**config.mk**
```make
export PLATFORM = sky130hd
export DESIGN_NAME = rss_reset_sequencer
export DESIGN_NICKNAME = d
export VERILOG_FILES = /design/src/design/rss_reset_sequencer.v
export VERILOG_INCLUDE_DIRS = /design/src /design/src/design
export SDC_FILE = /design/constraint.sdc
export NUM_CORES = 1
export LEC_CHECK = 0
export ABC_AREA = 1
export BUFFER_PORTS_ARGS = -buffer_cell sky130_fd_sc_hd__clkbuf_2
export CAP_MARGIN = 20
export CORE_MARGIN = 1.5
export CORE_UTILIZATION = 50
export DETAILED_ROUTE_END_ITERATION = 7
export PLACE_DENSITY = 0.71
export SLEW_MARGIN = 5
export SYNTH_ARGS = -nofsm -noshare
export SYNTH_HDL_FRONTEND = slang
export SYNTH_SLANG_ARGS = --single-unit
export TNS_END_PERCENT = 1
```
**constraint.sdc**
```tcl
create_clock -name core_clk -period 1.82 [get_ports core_clk]
set_clock_uncertainty 0.2 [all_clocks]
set_input_delay 0.182 -clock core_clk [delete_from_list [all_inputs] [get_ports core_clk]]
set_output_delay 0.182 -clock core_clk [all_outputs]
set_load 0.01 [all_outputs]
```
**src/design/rss_regs.vh**
```
// reset source sequencer constants: register offsets, field positions, reset values, timing counts
// assumes the includer runs on a 20 MHz core clock and reaches registers over a plain port
`ifndef RSS_REGS_VH
`define RSS_REGS_VH
`define RSS_ADDR_BORCTL   4'h0
`define RSS_ADDR_PWRCTL   4'h1
`define RSS_ADDR_STATUS   4'h2
`define RSS_BC_SWEN       7
`define RSS_BC_FAST       6
`define RSS_BC_READY      0
`define RSS_BC_RESET      8'h80
`define RSS_BC_SWEN_RESET 1'b1
`define RSS_PC_OVERFLOW   7
`define RSS_PC_UNDERFLOW  6
`define RSS_PC_WATCHDOG   4
`define RSS_PC_PIN        3
`define RSS_PC_RESETINSTR 2
`define RSS_PC_POR        1
`define RSS_PC_BROWNOUT   0
`define RSS_PC_POR_VALUE  8'h1c
`define RSS_PC_WMASK      8'hdf
`define RSS_ST_TIMEOUT    1
`define RSS_ST_POWERDOWN  0
`define RSS_MODE_ON       2'h3
`define RSS_MODE_NOSLEEP  2'h2
`define RSS_MODE_SW       2'h1
`define RSS_MODE_OFF      2'h0
`define RSS_PUD_MS        64
`define RSS_LF_HZ         31000
`define RSS_PUD_TICKS     ((`RSS_PUD_MS * `RSS_LF_HZ) / 1000)
`define RSS_FILTER_CYC    4
`define RSS_SYNC_IDLE     4'h1
`endif

```
**src/design/rss_reset_sequencer.v**
```verilog
// reset source sequencer: combines reset sources and sequences core start-up
// assumes a free 20 MHz core_clk, a low-frequency tick from the always-on oscillator, async pin and monitor inputs
//
// Decided for this implementation: the strobed register port and the address map.
`timescale 1ns/1ps
`include "rss_regs.vh"
`default_nettype none
module rss_reset_sequencer #(
  parameter PUD_TICKS  = `RSS_PUD_TICKS,
  parameter FILTER_CYC = `RSS_FILTER_CYC
) (
  // clock and synchronous reset
  input  wire       core_clk,
  input  wire       rst,
  // register port, read data one cycle after the strobe
  input  wire [3:0] regAddr,
  input  wire [7:0] regWdata,
  input  wire       regWrite,
  input  wire       regRead,
  output reg  [7:0] regRdata,
  // reset pin: input only, output enable kept low
  input  wire       externalResetPinIn,
  output reg        externalResetPinOut,
  output reg        externalResetPinOe,
  output reg        pinPullupEn,
  output reg        pinGpioIn,
  input  wire       softPullupReq,
  // configuration bits, static while running
  input  wire [1:0] brownoutModeSelect,
  input  wire       externalResetPinEnable,
  input  wire       lowVoltageProgramEnable,
  input  wire       lowPowerBrownoutEnable,
  input  wire       powerUpDelayEnable_n,
  input  wire       stackFaultResetEnable,
  // same-clock status from oscillator and band gap
  input  wire       oscStartupNeeded,
  input  wire       oscStartupDone,
  input  wire       lfTick,
  input  wire       bandgapReady,
  // supply monitors and programming exit, asynchronous
  input  wire       brownoutTrip,
  input  wire       lowPowerBrownoutTrip,
  input  wire       programModeExit,
  // one-cycle events and the sleep level from the core
  input  wire       watchdogTimeout,
  input  wire       resetInstruction,
  input  wire       stackOverflow,
  input  wire       stackUnderflow,
  input  wire       sleepMode,
  // reset and power control outputs
  output reg        coreReset,
  output reg        brownoutDetectorOn,
  output reg        bandgapForceOn,
  output reg        brownoutResetOut
);

  // start-up sequence at a glance:
  //   hold  - a power-class source is present (monitors, programming exit)
  //   delay - power-up delay counts low-frequency ticks, skipped when disabled
  //   wait  - oscillator settle, reset pin release, band gap ready in modes 11 and 10
  //   run   - core out of reset; any source sends it back
  // power-class sources return to hold and run the delay again
  // soft sources (watchdog, reset instruction, stack, pin) go straight to wait,
  // so a short event costs one cycle of core reset and no delay
  // the delay keeps counting while the pin is low, so a pin held past the
  // delay lets the core start right after the filtered pin goes high
  //
  // cause flags live in one byte:
  //   bit 7 overflow, set by hardware
  //   bit 6 underflow, set by hardware
  //   bit 5 unused, reads zero, writes dropped
  //   bit 4 watchdog, active low
  //   bit 3 reset pin, active low
  //   bit 2 reset instruction, active low
  //   bit 1 power-on, active low
  //   bit 0 brown-out, active low, shared by both monitors
  // hardware updates are assigned after the software write, so an event
  // in the same cycle as a write always wins
  //
  // status byte: bit 1 timeout, bit 0 power-down, both active low
  // programming exit restores both to one, like a power-on
  //
  // limitation: soft events act only while in run; in the other states
  // the core is already held, and all flags but the pin flag take note of them
  // limitation: wake from sleep is not delayed here; sleep only gates
  // the detector in mode 10 and clears the power-down flag
  //
  // all asynchronous inputs pass three flops; a level counts once the
  // second and third agree, which costs three to four cycles of latency
  // but keeps a metastable sample out of the state machine
  // the pin then needs a further filter span before it is believed,
  // so a pin press reaches the core about eight cycles late
  //
  // the power-up delay counter is 32 bits wide so that any tick count a
  // slower or faster low-frequency source might need still fits
  // the delay restarts from zero on every entry to its state, so a
  // dropout in mid-delay always buys a full delay again
  //
  // all outputs are registered; core reset follows the next state so it
  // leaves reset on the same edge the sequencer enters run

  localparam [3:0] ST_HOLD   = 4'h1;
  localparam [3:0] ST_DELAY  = 4'h2;
  localparam [3:0] ST_WAIT   = 4'h4;
  localparam [3:0] ST_RUN    = 4'h8;
  localparam       NSYNC     = 4;
  localparam [3:0] SYNC_IDLE = `RSS_SYNC_IDLE;

  // synchronised levels: bit 0 pin, 1 brown-out, 2 low-power monitor, 3 programming exit
  wire [3:0] srcRaw;
  wire [3:0] srcLevel;
  wire       pinLevel;
  wire       brownLevel;
  wire       lpLevel;
  wire       pgmLevel;
  reg  [7:0] pinFilt_reg;
  reg        pinFiltered_reg;
  reg  [3:0] state_reg;
  reg  [3:0] state_next;
  reg [31:0] pudCnt_reg;
  reg        pudDone_reg;
  reg        swEnable_reg;
  reg        fastStart_reg;
  reg  [7:0] pwrCtl_reg;
  reg        timeoutFlag_n_reg;
  reg        powerdownFlag_n_reg;
  reg        porSeen_reg;
  wire       pinEnabled;
  wire       detectorActive;
  wire       combinedBrownout;
  wire       stackFault;
  wire       softReset;
  wire       powerReset;
  wire       pinHold;
  wire       bcWrite;
  wire       pcWrite;

  // raw asynchronous sources in synchroniser order
  assign srcRaw = {programModeExit, lowPowerBrownoutTrip, brownoutTrip, externalResetPinIn};

  // synchronise async sources
  // one chain per source; stage 0 is read only by stage 1
  // reset loads the idle level so release shows no false edge
  genvar gi;
  generate
    for (gi = 0; gi < NSYNC; gi = gi + 1) begin : gSync
      reg [2:0] stage_reg;
      reg       level_reg;
      always @(posedge core_clk) begin
        if (rst) begin
          stage_reg <= {3{SYNC_IDLE[gi]}};
          level_reg <= SYNC_IDLE[gi];
        end else begin
          stage_reg <= {stage_reg[1:0], srcRaw[gi]};
          // a change counts once stages two and three agree
          if (stage_reg[1] == stage_reg[2])
            level_reg <= stage_reg[2];
        end
      end
      assign srcLevel[gi] = level_reg;
    end
  endgenerate

  // named views of the synchronised levels
  assign pinLevel   = srcLevel[0];
  assign brownLevel = srcLevel[1];
  assign lpLevel    = srcLevel[2];
  assign pgmLevel   = srcLevel[3];

  // pin filter: level must hold FILTER_CYC cycles
  // a pulse shorter than the filter never reaches the sequencer;
  // the filter runs whether or not the pin function is on, so turning
  // it on with the pin already low takes effect at once
  always @(posedge core_clk) begin
    if (rst) begin
      pinFilt_reg     <= 8'h00;
      pinFiltered_reg <= 1'b1;       // idle high, no false press after reset
    end else if (pinLevel == pinFiltered_reg) begin
      pinFilt_reg <= 8'h00;
    end else if (pinFilt_reg == FILTER_CYC[7:0] - 8'h01) begin
      pinFilt_reg     <= 8'h00;
      pinFiltered_reg <= pinLevel;
    end else begin
      pinFilt_reg <= pinFilt_reg + 8'h01;
    end
  end

  // pin off only when both bits low
  assign pinEnabled = externalResetPinEnable | lowVoltageProgramEnable;
  assign pinHold = pinEnabled & ~pinFiltered_reg;

  assign detectorActive = (brownoutModeSelect == `RSS_MODE_ON) |
                          ((brownoutModeSelect == `RSS_MODE_NOSLEEP) & ~sleepMode) |
                          ((brownoutModeSelect == `RSS_MODE_SW) & swEnable_reg);
  // low-power trip ORed, gated by its own config bit
  // the standard detector counts only while its mode has it on;
  // the low-power monitor answers to nothing but its own bit
  assign combinedBrownout = (detectorActive & brownLevel) | (lowPowerBrownoutEnable & lpLevel);
  assign stackFault = stackFaultResetEnable & (stackOverflow | stackUnderflow);
  // soft sources: no delay, straight to the wait stage
  assign softReset  = watchdogTimeout | resetInstruction | stackFault;
  // programming exit treated as power-on
  // same path as a supply dropout, so the delay runs again
  assign powerReset = combinedBrownout | pgmLevel;
  assign bcWrite = regWrite & (regAddr == `RSS_ADDR_BORCTL);
  assign pcWrite = regWrite & (regAddr == `RSS_ADDR_PWRCTL);

  // start-up sequencer next state
  always @* begin
    state_next = state_reg;
    case (state_reg)
      ST_HOLD: begin
        if (!powerReset)
          state_next = ST_DELAY;
      end
      ST_DELAY: begin
        // optional power-up delay
        // the pin is not looked at here: delay and pin run side by side
        if (powerReset)
          state_next = ST_HOLD;
        else if (powerUpDelayEnable_n || pudDone_reg)
          state_next = ST_WAIT;
      end
      // wait holds until every start condition is met at once
      ST_WAIT: begin
        // oscillator, pin and band gap all checked in the same cycle
        if (powerReset)
          state_next = ST_HOLD;
        else if ((!oscStartupNeeded || oscStartupDone) && !pinHold &&
                 (brownoutModeSelect == `RSS_MODE_SW || brownoutModeSelect == `RSS_MODE_OFF || bandgapReady))
          state_next = ST_RUN;
      end
      ST_RUN: begin
        if (powerReset)
          state_next = ST_HOLD;
        else if (softReset || pinHold)
          state_next = ST_WAIT;
      end
      default: state_next = ST_HOLD;
    endcase
  end

  // state and power-up timer, counted on low-frequency ticks
  // counting ticks rather than core cycles keeps the delay tied to the
  // always-on oscillator, whatever the core clock happens to be
  always @(posedge core_clk) begin
    if (rst) begin
      state_reg   <= ST_HOLD;
      pudCnt_reg  <= 32'h0;
      pudDone_reg <= 1'b0;
    end else begin
      state_reg <= state_next;
      // count lf ticks to terminal
      // done stays set until the state is left, then both clear
      if (state_reg != ST_DELAY) begin
        pudCnt_reg  <= 32'h0;
        pudDone_reg <= 1'b0;
      end else if (lfTick && !pudDone_reg) begin
        if (pudCnt_reg >= PUD_TICKS - 1)
          pudDone_reg <= 1'b1;
        pudCnt_reg <= pudCnt_reg + 32'h1;
      end
    end
  end

  // control register and reset-cause flags; hardware set wins over write
  always @(posedge core_clk) begin
    if (rst) begin
      swEnable_reg        <= `RSS_BC_SWEN_RESET;
      fastStart_reg       <= 1'b0;
      pwrCtl_reg          <= `RSS_PC_POR_VALUE;
      timeoutFlag_n_reg   <= 1'b1;
      powerdownFlag_n_reg <= 1'b1;
      porSeen_reg         <= 1'b0;
    end else begin
      // only bits 7 and 6 stored
      if (bcWrite) begin
        swEnable_reg  <= regWdata[`RSS_BC_SWEN];
        fastStart_reg <= regWdata[`RSS_BC_FAST];
      end
      if (pcWrite)
        pwrCtl_reg <= regWdata & `RSS_PC_WMASK;
      porSeen_reg <= 1'b1;
      // power-on value on programming exit
      // the whole byte is reloaded while the exit level stands, so a
      // software write in that window is lost on purpose
      if (pgmLevel) begin
        pwrCtl_reg <= `RSS_PC_POR_VALUE;
        timeoutFlag_n_reg   <= 1'b1;
        powerdownFlag_n_reg <= 1'b1;
      end else begin
        // shared brown-out flag cleared
        // no way to tell which monitor fired: both land on one bit
        if (combinedBrownout)
          pwrCtl_reg[`RSS_PC_BROWNOUT] <= 1'b0;
        if (watchdogTimeout) begin
          pwrCtl_reg[`RSS_PC_WATCHDOG] <= 1'b0;
          timeoutFlag_n_reg <= 1'b0;
        end
        // power-down flag cleared by the core's sleep level; only reset or programming exit sets it again
        if (sleepMode)
          powerdownFlag_n_reg <= 1'b0;
        if (resetInstruction)
          pwrCtl_reg[`RSS_PC_RESETINSTR] <= 1'b0;
        // pin flag marks a press seen while running only
        if (pinHold && state_reg == ST_RUN)
          pwrCtl_reg[`RSS_PC_PIN] <= 1'b0;
        // cause flags
        // the two stack flags set high, unlike the rest, and software clears them
        if (stackFaultResetEnable && stackOverflow)
          pwrCtl_reg[`RSS_PC_OVERFLOW] <= 1'b1;
        if (stackFaultResetEnable && stackUnderflow)
          pwrCtl_reg[`RSS_PC_UNDERFLOW] <= 1'b1;
        if (!porSeen_reg)
          pwrCtl_reg[`RSS_PC_POR] <= 1'b0;
      end
    end
  end

  // register map:
  //   offset 0 brown-out control: bit 7 software enable, bit 6 fast start,
  //            bits 5..1 read zero, bit 0 ready (read only)
  //   offset 1 cause flags, bit 5 reads zero
  //   offset 2 status flags, read only
  //   other offsets read zero and drop writes
  // read data stand for one cycle and return to zero, so a stale value
  // can never be mistaken for a fresh read
  // ready is live: detector on and band gap settled, not a stored bit
  // registered outputs and read port
  always @(posedge core_clk) begin
    if (rst) begin
      regRdata            <= 8'h00;
      coreReset           <= 1'b1;
      brownoutDetectorOn  <= 1'b0;
      bandgapForceOn      <= 1'b0;
      brownoutResetOut    <= 1'b0;
      externalResetPinOut <= 1'b0;
      externalResetPinOe  <= 1'b0;
      pinPullupEn         <= 1'b1;
      pinGpioIn           <= 1'b1;
    end else begin
      coreReset          <= (state_next != ST_RUN);
      brownoutDetectorOn <= detectorActive;
      // fast start only in modes 10 and 01
      bandgapForceOn <= fastStart_reg &
                        (brownoutModeSelect == `RSS_MODE_NOSLEEP || brownoutModeSelect == `RSS_MODE_SW);
      brownoutResetOut <= combinedBrownout;
      externalResetPinOut <= 1'b0;
      externalResetPinOe  <= 1'b0;
      // pull-up fixed when enabled, software otherwise
      pinPullupEn <= pinEnabled | softPullupReq;
      // gpio view of the pin, valid whichever function the pin has
      // taken before the filter so short pulses still show
      pinGpioIn   <= pinLevel;
      regRdata <= 8'h00;
      if (regRead) begin
        case (regAddr)
          `RSS_ADDR_BORCTL: regRdata <= {swEnable_reg, fastStart_reg, 5'h00, detectorActive & bandgapReady};
          `RSS_ADDR_PWRCTL: regRdata <= pwrCtl_reg;
          `RSS_ADDR_STATUS: regRdata <= {6'h00, timeoutFlag_n_reg, powerdownFlag_n_reg};
          default:          regRdata <= 8'h00;
        endcase
      end
    end
  end
endmodule
`default_nettype wire

```
==> flow_metrics.tcl <==
set metrics [dict create \
    drc 0 \
    syn_avg_cell_area_sq_um 6.919 \
    grt_max_degree 32 \
    rrSetupSlack_ns 0.14 \
    fmax_ghz 0.5723 \
    wl_per_cell_um 11.53 \
    dr.pass1.iters 4 \
    cts.htree.levels 3 \
    min_path_type "primary input to flop" \
    synth-compound-area-share 0.06762 \
    portBuffers 48 \
    synth_mux_area_frac 0 \
    synth_fa_ha_area_frac 0.01861 \
    grt_pass1_wl_mm 15.52 \
    numCtsBuffers 9 \
    clkTransAtPathRegs_ns 0.10 \
    finalCritPeriodShare 0.9601 \
    synthCells 583 \
    clock-root-buffer "clkbuf_8" \
    die-area_sq_um 8616 \
    start_kind "primary input" \
    finalMaxSlewViolations 0 \
    grt_pass1_vias 3660 \
    timing.hold.ws_ns 0.03187 \
    fillers 708 \
    hold_violations 0 \
    synthSimpleGateAreaFrac 0.3806 \
    cts_tree "yes" \
    synth-seq-cells 87 \
    clkSinkCount 87 \
    ios 53 \
    n_antenna_cell 0 \
    clk_latency_ns 0.35 \
    synth_top_family_by_area "simple AND/OR/NAND/NOR gates" \
    layout-drive-gt1-share 0.1637 \
    vias 3855 \
    r2r_cells 9 \
    yosysWarningCount 0 \
    grt_usage 0.2240 \
    ir_drop_mv 0.4948 \
    period_needed_ns 1.747 \
    rsz0062_at_grt "yes" \
    core_area_sq_um 7767 \
    crit_path_end_kind "flop" \
    cp.required_ns 1.92 \
    power_leakage_nw 2.004 \
    die_h_um 92.82 \
    start_util 0.5193 \
    synthDistinctLibCells 35 \
    hpwl_mm 6.413 \
    cts.path.max_buffers 2 \
    ant_nets 0 \
    timing.final.ws_setup_ns 0.07271 \
    largest_register_ffs 32 \
    timing.rr.start "pudCnt_reg[1]" \
    synth-xor-area-share 0.02171 \
    critPathMaxFanout 2 \
    ys_seq_area_frac 0.4318 \
    syn_area_sq_um 4034 \
    maxCapViolCount 0 \
    rows 32 \
    grt-ovfl-total 0 \
    p_per_area_nw_per_um2 726.3 \
    dp_slack_ns 0.07781 \
    drt-initial-drc-count 180 \
    post-route-util 0.6445 \
    r2r_end "pudCnt_reg[30]" \
    syn_to_final_growth_pct 24.10 \
    worstSetupStartpoint "sleepMode" \
    via_per_inst 4.905 \
    cp.arrival_ns 1.85 \
    setup_viol 0 \
    path_class "primary input to flop" \
    final_nets 722 \
    setup.worst_path.end "regRdata[0]" \
    routabilityCongestion 0.8793 \
    grt_antenna_before_repair 0 \
    die_w_um 92.82 \
    status "complete, no violations" \
    totalWireLength_mm 9.066 \
]
==> final cells by class <==
class / count / area (sq um) / area share
clock inverters: 6 / 67.56 / 0.01350
multi-input cells: 417 / 1999 / 0.3994
clock buffers: 10 / 137.6 / 0.02749
flip-flops and latches: 87 / 1743 / 0.3482
well taps: 102 / 127.6 / 0.02549
inverters: 72 / 270.3 / 0.05399
repair buffers: 92 / 660.6 / 0.1320
==> synth_stat cells <==
library cell,n,area (sq um)
inv_2,3,11.26
nand2_2,1,6.260
a21oi_1,31,155.2
nor3b_1,4,30.03
o221ai_1,1,8.760
or2_2,13,81.33
nor2_2,8,50.05
buf_4,3,22.52
nand4_2,2,25.02
nand4_1,8,50.05
clkinv_1,1,3.750
o211ai_1,1,7.510
xor2_1,8,70.07
nand3_1,39,195.2
dfxtp_1,87,1742
ha_1,6,75.07
xnor2_1,2,17.52
inv_1,68,255.2
a31oi_1,3,18.77
nor4_1,3,18.77
or2_0,1,6.260
nand3b_1,1,7.510
o21bai_1,1,7.510
nand2_1,152,570.6
nor2_1,102,382.9
buf_2,2,10.01
nor2_4,4,45.04
clkbuf_1,4,15.01
nand4_4,1,21.27
a211oi_1,1,7.510
nand3_2,1,10.01
a21boi_0,1,7.510
o21ai_0,12,60.06
conb_1,1,3.750
nor3_1,7,35.03
==> kinds of logic after synthesis <==
logic type / Yosys count
xor gates and xnor gates: 10
other: 1
and+or+nand+nor: 347
adders and majority gates: 6
DFF: 87
buffers and inverters: 81
AOI/OAI and AO/OA: 51
==> through the flow <==
stage | TNS, ns | total power, mW | std cells | area, sq um
floorplan | 0 | 2.136 | 585 | 4041
global placement | 0 | 2.222 | 736 | 4449
detailed placement | 0 | 2.231 | 736 | 4449
CTS | 0 | 3.659 | 783 | 4965
global route | -0.03575 | 3.789 | 786 | 5006
finish | 0 | 3.636 | 786 | 5006
==> where the power goes <==
part           switching [mW]  internal (mW)  total (mW)
Clock                   0.714          0.677        1.39
Combinational           0.152          0.133       0.285
Sequential             0.0188           1.94        1.96
Total                   0.886           2.75        3.64
==> routing by layer <==
metal,up-vias,global-route usage,wire length (um)
li1,2027,-,-
met1,1740,0.2808,4297
met2,76,0.3808,4232
met3,12,0.04598,417
met4,0,0.07576,118
met5,-,0,0
==> cells in the final DEF, fill, tap and decap left out, drive strengths merged, types with 8 or more instances in the layout <==
master and n:
dlygate4sd3 31, xor2 8, a21oi 31, nand4 11, nand3 40, o21ai 12
nor2 114, inv 72, or2 14, buf 13, nand2 153, dfxtp 87
clkbuf 58
==> worst max-delay path: stages <==
cell	delay, ns
dlygate4sd3_1	0.53
clkbuf_2	0.11
inv_1	0.06
nand2_1	0.06
nand3_1	0.09
nand3_1	0.09
a31oi_1	0.14
dlygate4sd3_1	0.57
==> worst min path at each step <==
| stage | slack, ns | end | startpoint | depth (start not counted) |
|---|---|---|---|---|
| 2_1_floorplan | 0.08 | pinPullupEn | externalResetPinEnable | 2 |
| 3_3_place_gp | 0.17 | pinPullupEn | softPullupReq | 3 |
| 3_5_place_dp | 0.18 | pinPullupEn | softPullupReq | 3 |
| 4_1_cts | 0.004 | state_reg[1] | powerUpDelayEnable_n | 4 |
| 5_1_grt | 0.04 | state_reg[1] | powerUpDelayEnable_n | 4 |
| 6_report | 0.03 | state_reg[1] | powerUpDelayEnable_n | 4 |
==> repair_timing <==
item / in CTS / in global routing
hold endpoints to repair: 25 / 0
buffers inserted: 0 / 3
gates resized for setup: 0 / 6
setup endpoints to repair: 0 / 8
hold buffers: 31 / 0
Power figures use the tool's default switching activity.
